File: src/rtl/sli_consts.svh
// Purpose: constants for the strap latch and indicator block
// Assumes: 100 MHz clk, straps steady while nrst is low
// Notes: constant macros follow
`ifndef SLI_CONSTS_SVH
`define SLI_CONSTS_SVH
`define SLI_CLK_MHZ 100
`define SLI_BLINK_NS 100000000
`define SLI_BLINK_CYC (`SLI_BLINK_NS / 1000 * `SLI_CLK_MHZ / 1000)
`define SLI_CTL_SPEED_BIT 13
`define SLI_BCAST_BIT 9
`define SLI_MODE_HI 5
`define SLI_MODE_LO 4
`define SLI_MODE_SPEED 2'h0
`define SLI_MODE_ACT 2'h1
`define SLI_ADDR_RST 3'h1
`define SLI_ADDR_UPPER 2'h0
`define SLI_IF_NORMAL 3'h0
`define SLI_IF_B2B 3'h6
`define SLI_BCAST_ADDR 5'h00
`endif

File: src/rtl/sli_pkg.sv
package sli_pkg;
  typedef enum logic [2:0] {
    SLI_IF_MII = 3'h1,
    SLI_IF_BACK = 3'h2,
    SLI_IF_RSVD = 3'h4
  } sli_if_mode_t;
  typedef enum logic [1:0] {
    SLI_PH_CONFIG = 2'h1,
    SLI_PH_RUN = 2'h2
  } sli_phase_t;
endpackage

File: src/rtl/sli_blinker.sv
// Purpose: free-running blink counter and phase
// Assumes: single 100 MHz clock
// Notes: phase flips once per blink period
`timescale 1ns/1ps
`include "sli_consts.svh"
module sli_blinker (
  // clock and reset
  input wire logic clk,
  input wire logic nrst,
  // blink phase
  output logic phase
);
  localparam int unsigned CYC = `SLI_BLINK_CYC;
  logic [31:0] count;

  always_ff @(posedge clk or negedge nrst) begin
    if (!nrst) begin
      count <= 32'h0;
      phase <= 1'b0;
    end else if (count == CYC - 1) begin
      count <= 32'h0;
      phase <= ~phase;
    end else begin
      count <= count + 32'h1;
    end
  end
endmodule

File: src/rtl/sli_top.sv
// Purpose: reset-time strap capture and indicator pin drive
// Assumes: strap pins steady during reset, pins driven only after release
// Notes: control bits are plain ports, no register bus
`timescale 1ns/1ps
`include "sli_consts.svh"
module sli_top (
  // clock and reset
  input wire logic clk,
  input wire logic nrst,
  // indicator one pin, doubles as speed strap
  input wire logic indicator_one_pin_in,
  output logic indicator_one_pin_out,
  output logic indicator_one_pin_oe,
  // indicator zero pin
  output logic indicator_zero_pin_out,
  output logic indicator_zero_pin_oe,
  // other straps
  input wire logic [2:0] station_address_straps,
  input wire logic broadcast_disable_strap,
  input wire logic [2:0] config_straps,
  // software control
  input wire logic [15:0] ctl_reg_1f,
  input wire logic [15:0] ctl_reg_16,
  input wire logic ctl_speed_wr,
  input wire logic ctl_speed_wdata,
  // line status
  input wire logic link_up,
  input wire logic activity,
  input wire logic speed_100,
  // management address check
  input wire logic [4:0] mgmt_addr,
  output logic addr_match,
  // captured configuration
  output logic speed_select,
  output logic [4:0] station_address,
  output logic bcast_strap,
  output logic bcast_unique,
  output logic [2:0] if_mode_code,
  output sli_pkg::sli_if_mode_t if_mode,
  output sli_pkg::sli_phase_t phase
);
  logic armed;
  logic blink;
  logic [1:0] led_mode;

  function automatic sli_pkg::sli_if_mode_t decode_if(input logic [2:0] c);
    if (c == `SLI_IF_NORMAL) begin
      decode_if = sli_pkg::SLI_IF_MII;
    end else if (c == `SLI_IF_B2B) begin
      decode_if = sli_pkg::SLI_IF_BACK;
    end else begin
      decode_if = sli_pkg::SLI_IF_RSVD;
    end
  endfunction

  function automatic logic one_level(
    input logic [1:0] m,
    input logic fast,
    input logic busy,
    input logic ph
  );
    unique case (m)
      `SLI_MODE_SPEED: begin
        one_level = ~fast;
      end
      `SLI_MODE_ACT: begin
        one_level = busy ? ph : 1'b1;
      end
      default: begin
        // reserved modes keep the lamp dark
        one_level = 1'b1;
      end
    endcase
  endfunction

  function automatic logic zero_level(
    input logic [1:0] m,
    input logic up,
    input logic busy,
    input logic ph
  );
    unique case (m)
      `SLI_MODE_SPEED: begin
        // link with activity blink
        zero_level = up ? (busy ? ph : 1'b0) : 1'b1;
      end
      default: begin
        zero_level = ~up;
      end
    endcase
  endfunction

  sli_blinker u_blink (
    .clk(clk),
    .nrst(nrst),
    .phase(blink)
  );

  // first clock after release is the sampling edge
  always_ff @(posedge clk or negedge nrst) begin
    if (!nrst) begin
      armed <= 1'b0;
      phase <= sli_pkg::SLI_PH_CONFIG;
    end else begin
      armed <= 1'b1;
      phase <= sli_pkg::SLI_PH_RUN;
    end
  end

  always_ff @(posedge clk or negedge nrst) begin
    if (!nrst) begin
      speed_select <= 1'b1;
    end else if (!armed) begin
      speed_select <= indicator_one_pin_in;
    end else if (ctl_speed_wr) begin
      speed_select <= ctl_speed_wdata;
    end
  end

  always_ff @(posedge clk or negedge nrst) begin
    if (!nrst) begin
      station_address <= {`SLI_ADDR_UPPER, `SLI_ADDR_RST};
    end else if (!armed) begin
      station_address <= {`SLI_ADDR_UPPER, station_address_straps};
    end
  end

  always_ff @(posedge clk or negedge nrst) begin
    if (!nrst) begin
      bcast_strap <= 1'b0;
    end else if (!armed) begin
      bcast_strap <= broadcast_disable_strap;
    end
  end

  always_ff @(posedge clk or negedge nrst) begin
    if (!nrst) begin
      if_mode_code <= `SLI_IF_NORMAL;
    end else if (!armed) begin
      if_mode_code <= config_straps;
    end
  end

  always_ff @(posedge clk or negedge nrst) begin
    if (!nrst) begin
      if_mode <= sli_pkg::SLI_IF_MII;
    end else if (!armed) begin
      if_mode <= decode_if(config_straps);
    end
  end

  assign bcast_unique = bcast_strap | ctl_reg_16[`SLI_BCAST_BIT];

  assign addr_match = (mgmt_addr == station_address) ||
    (!bcast_unique && mgmt_addr == `SLI_BCAST_ADDR);

  assign led_mode = ctl_reg_1f[`SLI_MODE_HI:`SLI_MODE_LO];

  // pins stay released while straps are read
  always_ff @(posedge clk or negedge nrst) begin
    if (!nrst) begin
      indicator_one_pin_oe <= 1'b0;
      indicator_zero_pin_oe <= 1'b0;
    end else begin
      indicator_one_pin_oe <= armed;
      indicator_zero_pin_oe <= armed;
    end
  end

  always_ff @(posedge clk or negedge nrst) begin
    if (!nrst) begin
      indicator_one_pin_out <= 1'b1;
    end else begin
      indicator_one_pin_out <= one_level(led_mode, speed_100, activity,
        blink);
    end
  end

  always_ff @(posedge clk or negedge nrst) begin
    if (!nrst) begin
      indicator_zero_pin_out <= 1'b1;
    end else begin
      indicator_zero_pin_out <= zero_level(led_mode, link_up, activity,
        blink);
    end
  end
endmodule

File: config.mk
export PLATFORM = sky130hd
export DESIGN_NAME = sli_top
export DESIGN_NICKNAME = d
export VERILOG_FILES = /design/src/rtl/sli_pkg.sv /design/src/rtl/sli_blinker.sv /design/src/rtl/sli_top.sv
export VERILOG_INCLUDE_DIRS = /design/src /design/src/rtl
export SDC_FILE = /design/constraint.sdc
export NUM_CORES = 1
export LEC_CHECK = 0
export ABC_CLOCK_PERIOD_IN_PS = 2090
export BUFFER_PORTS_ARGS = -buffer_cell sky130_fd_sc_hd__buf_2
export CAP_MARGIN = 20
export CORE_MARGIN = 2
export CORE_UTILIZATION = 51
export DETAILED_ROUTE_END_ITERATION = 10
export HOLD_SLACK_MARGIN = 0.15
export MAX_ROUTING_LAYER = met4
export PLACE_DENSITY = 0.88
export SYNTH_ARGS = -nofsm -noshare
export SYNTH_HDL_FRONTEND = slang
export SYNTH_SLANG_ARGS = --single-unit
export TNS_END_PERCENT = 1
File: constraint.sdc
create_clock -name clk -period 2.09 [get_ports clk]
set_input_delay 0.3135 -clock clk [delete_from_list [all_inputs] [get_ports clk]]
set_output_delay 0.3135 -clock clk [all_outputs]
set_load 0.005 [all_outputs]
-- Word-level counts from Yosys, hierarchy flattened
Index checks and enable logic that the tools add are counted.
- add/subtract/negate cells: 1
- bitwise gates (word level): 4
- reductions and logical operators: 6
- multiplexer cells: 10
- eq/ne operators: 5
- operators with widths (cell ; count):
    32-bit by 1-bit adder with 32-bit output (second input constant) ; 1
    32-bit by 14-bit equality test with 1-bit output (second input constant) ; 1
    32-bit 2-to-1 mux ; 1
    1-bit 2-to-1 mux ; 6
    3-bit 2-to-1 mux ; 2
    5-bit by 3-bit equality test with 1-bit output ; 1
    5-bit zero test ; 1
    3-bit equality test (second input constant) ; 1
    3-bit zero test ; 1
    1-bit NOT ; 3
    2-bit by 1-bit equality test with 1-bit output (second input constant) ; 1
    2-bit zero test ; 1
    2-bit != test (second input constant) ; 1
    1-bit one-hot mux with 2 select lines ; 1
    1-bit logical AND ; 1
    1-bit zero test ; 1
    1-bit logical OR ; 1
    1-bit OR ; 1
- output and inout port bits: 21
- register bits: 50

-- Depth between registers and ports, before layout
- depth after elaboration: 4
- mapped depth: 5

-- By module
A second synthesis with hierarchy kept.
- cell total of the unflattened synthesis: 205
- area total of the unflattened synthesis: 2326.0 µm²
- modules (own cells, without submodules) (module ; times used ; area an instance (µm²) ; cells each ; seq. area each (µm²)):
    sli_blinker ; 1 ; 1639.1 ; 149 ; 825.8
    sli_top ; 1 ; 686.9 ; 56 ; 407.9

-- Least setup slack after synthesis
OpenSTA, ideal clock, no wires.
- path type: flip-flop to flip-flop
- start: register u_blink.count[8]
- end: register u_blink.count[29]
- path slack: 547 ps
- arrival: 1420 ps
- period minus slack after synthesis: 1543 ps
- setup time: 123 ps
- cell stages (with the launch flop): 6
- path through: dfrtp_1 -> buf_2 -> nand4_1 -> nor4_4 -> nand4_1 -> xnor2_1
- cells in the longest elaborated chain, start to end: 2
- elaborated cells on any way between the ends: 3
- those cells by class: add/sub (1); eq/ne (1); mux (1)
- ends and longest elaborated chain (element ; line ; RTL):
    start, declared ; sli_blinker.sv:14 ; logic [31:0] count;
    start signal, assigned ; sli_blinker.sv:24 ; count <= count + 32'h1;
    32-bit by 1-bit adder with 32-bit output / 32-bit by 14-bit equality test with 1-bit output (equally long branches) ; sli_blinker.sv:24, sli_blinker.sv:20 ;
    32-bit 2-to-1 mux * ; sli_blinker.sv:20 ; end else if (count == CYC - 1) begin
Mark *: on every way between the ends. The rest lies on a longest branch, timed or not.
A chain may end at the register's enable or synchronous reset.

-- Final worst setup path
- start: register u_blink.count[0]
- end: register u_blink.count[28]
Same word-level chain as after synthesis.

==> flow_summary.ini <==
[run_status]
status = finished, final reports clean

[global_route]
grt_usage_pct = 19.7
grt_max_degree = 50
grt_pass1_wl_mm = 7.75
antenna_found_initial = 0
grt_pass1_vias = 1662
grt_overflow = 0

[floorplanning]
die_h_um = 71.6
rows = 24
die_w_um = 71.6
start_util_pct = 53.1
die_area_sq_um = 5120
io_pins = 73
core_area_sq_um = 4380

[setup_path]
cp_max_fo = 8
worstPathCellList = ha_1, nand3_2, nor4_4, nand3_1, xnor2_1
cp.arrival_ns = 2.10
cp_slowest_cell = nor4_4
end_kind = flop
worstPathRequired_ns = 2.31
timing.rr.start = u_blink.count[0]$_DFF_PN0_
cpPeakStageDelay_ns = 0.54
crit_family = simple AND/OR/NAND/NOR gates
critical_path_buf_inv_count = 0
critPathLaunchType = flop
path_class = flop to flop
startpoint = u_blink.count[0]$_DFF_PN0_

[clock_tree]
path_clk_slew_ns = 0.09
numCtsBuffers = 5
cts-htree-levels = 2
clock_path_buffers = 2
post_cts_resize_count = 0
cts_tree = yes
cts_hold_buf = 2
post_cts_buffers = 0
cts.sinks = 49
cts-root-buf = clkbuf_8
worstSkewPairLatency_ns = 0.30

[sta]
slew_headroom_pct = 58.8
setup_violations = 0
finalSetupTns_ns = 0
finalHoldViolCount = 0
worst_pin_slew_ns = 0.614
fmax_ghz = 0.531
period_minus_slack_ns = 1.88
maxSlewViolCount = 0
grt_setup_unrepaired = no
fin_worst_skew_ns = 0.00367
fin_crit_sh_pct = 90.1

[route]
viasPerCell = 5.61
wire_per_inst_um = 14.5
drtAntennaViolNets = 0
wirelength_mm = 4.44
first_iter_violations = 90
dr.pass1.iters = 4
via_count = 1721
drc_errors = 0

[power_and_ir_drop]
ir_worst_vdd_v = 0.000432
cell_internal_pwr_mw = 1.27
p_leak_nw = 1.24
power_frac_seq_pct = 59.7
power_density_nw_per_um2 = 624
swShare_pct = 23.8
power_frac_clock_pct = 33.5
p_comb_share_pct = 6.7
switchingPower_mw = 0.396

[synth]
netlist_area_sq_um = 2330
ys_seq_elements = 49
synth.distinct_cells = 35
syn-instance-count = 210
syn_avg_cell_area_sq_um = 11.1
ys_warn_count = 0
ys_seq_area_share_pct = 53.0

[cells_and_area]
nFillCells = 331
final_cell_mix = 43 x dfrtp_1, 41 x buf_2, 24 x xnor2_1, 18 x nand2_1, 14 x nand3_1
nNetsFinal = 307
mostFrequentLayoutCell = dfrtp_1
final_area_sq_um = 2670
drive_gt1_share_pct = 25.5
num_antenna_cells = 0
area_delta_synth_final_pct = 14.7

[placed_design]
portBuffers = 41
gp_congestion = 0.801
dpl.hpwl_mm = 3.19
place_area_sq_um = 2560

[min_path]
hp-class = primary input to flop
worstHoldStart = ctl_reg_1f[5]

[job]
maxCapViolCount = 0
registers in the layout, summed over array words and instances, names as in the netlist:
| signal | flops |
|---|---|
| indicator_zero_pin_out | 1 |
| armed | 1 |
| speed_select | 1 |
| indicator_one_pin_out | 1 |
| phase | 1 |
| if_mode | 3 |
| bcast_strap | 1 |
| u_blink.phase | 1 |
| indicator_zero_pin_oe | 1 |
| if_mode_code | 3 |
| station_address | 3 |
| u_blink.count | 32 |
logic make-up (layout without fill, tap and decap cells):
logic type | Yosys count | after routing | share of synthesized area (%)
and+or+nand+nor | 92 | 92 | 23.9
DFF | 49 | 49 | 53.0
xor gates and xnor gates | 32 | 32 | 12.0
buffers and inverters | 15 | 58 | 3.60
AOI/OAI and AO/OA | 11 | 11 | 2.80
muxes | 8 | 8 | 3.82
other | 2 | 4 | 0.323
adders and majority gates | 1 | 1 | 0.538
synthesized netlist by cell type (all sizes together):
| library cell | n | area [sq um] |
|---|---|---|
| xnor2 | 24 | 210 |
| o31ai | 3 | 22.5 |
| clkinv | 1 | 3.75 |
| or2 | 2 | 12.5 |
| nand4 | 11 | 83.8 |
| nor2 | 11 | 41.3 |
| ha | 1 | 12.5 |
| nor2b | 3 | 18.8 |
| conb | 2 | 7.51 |
| dfrtp | 43 | 1080 |
| o21ai | 3 | 15.0 |
| inv | 3 | 11.3 |
| nand2b | 2 | 12.5 |
| and4 | 2 | 17.5 |
| and3 | 3 | 18.8 |
| nor4 | 16 | 151 |
| or3 | 1 | 6.26 |
| nand2 | 18 | 67.6 |
| nand3 | 16 | 90.1 |
| a31oi | 1 | 6.26 |
| mux2i | 1 | 10.0 |
| xor2 | 8 | 70.1 |
| mux2 | 7 | 78.8 |
| clkbuf | 2 | 7.51 |
| a21oi | 3 | 15.0 |
| dfstp | 6 | 158 |
| nor3 | 7 | 35.0 |
| o22ai | 1 | 6.26 |
| buf | 9 | 61.3 |
layer usage:
| layer | routed length (um) | vias to the layer above | global-route usage (%) |
|---|---|---|---|
| met5 | 0 | - | - |
| met4 | 96 | 0 | 7.34 |
| met3 | 320 | 16 | 5.34 |
| met2 | 2120 | 66 | 31.1 |
| met1 | 1910 | 822 | 24.4 |
| li1 | - | 817 | - |
stage by stage:
stage	hold WS (ns)	instances	utilization (%)	worst slack, ns	total power [mW]
6_report	0.163	307	60.9	0.208	1.67
5_1_grt	0.173	307	60.9	0.0608	1.74
4_1_cts	0.161	307	60.9	0.235	1.69
3_5_place_dp	0.445	297	58.4	0.260	1.13
3_3_place_gp	0.438	297	58.4	0.316	1.12
2_1_floorplan	0.0179	212	-	0.547	1.06
path summary, 6_finish.rpt:
path / endpoint / slack, ns / depth (start not counted)
setup / recovery: u_blink.count[28]$_DFF_PN0_ / 0.21 / 5
hold reg to reg: if_mode[0]$_DFFE_PN1N_ / 0.49 / 2
min in group asynchronous: if_mode_code[1]$_DFFE_PN0N_ / 0.63 / 3
max in group asynchronous: u_blink.count[17]$_DFF_PN0_ / 1.05 / 3
hold / removal: indicator_zero_pin_out$_DFF_PN1_ / 0.16 / 2
setup reg to reg: u_blink.count[28]$_DFF_PN0_ / 0.21 / 5
power groups by stage:
stage	logic (mW)	registers [mW]	clock network (mW)
after detailed placement	0.112	1.01	0
after global routing	0.127	0.999	0.611
after global placement	0.108	1.01	0
after floorplan	0.0439	1.01	0
after CTS	0.115	0.997	0.576
final	0.112	0.996	0.559
cell type report:
cell class	instances	area, sq um	area share [%]
flip-flops and latches	49	1230	46.2
multi-input cells	148	1020	38.1
repair buffers	46	248	9.28
clock buffers	5	68.8	2.58
well taps	52	65.1	2.44
clock inverters	3	22.5	0.843
inverters	4	15.0	0.562
Power figures use the tool's default switching activity.
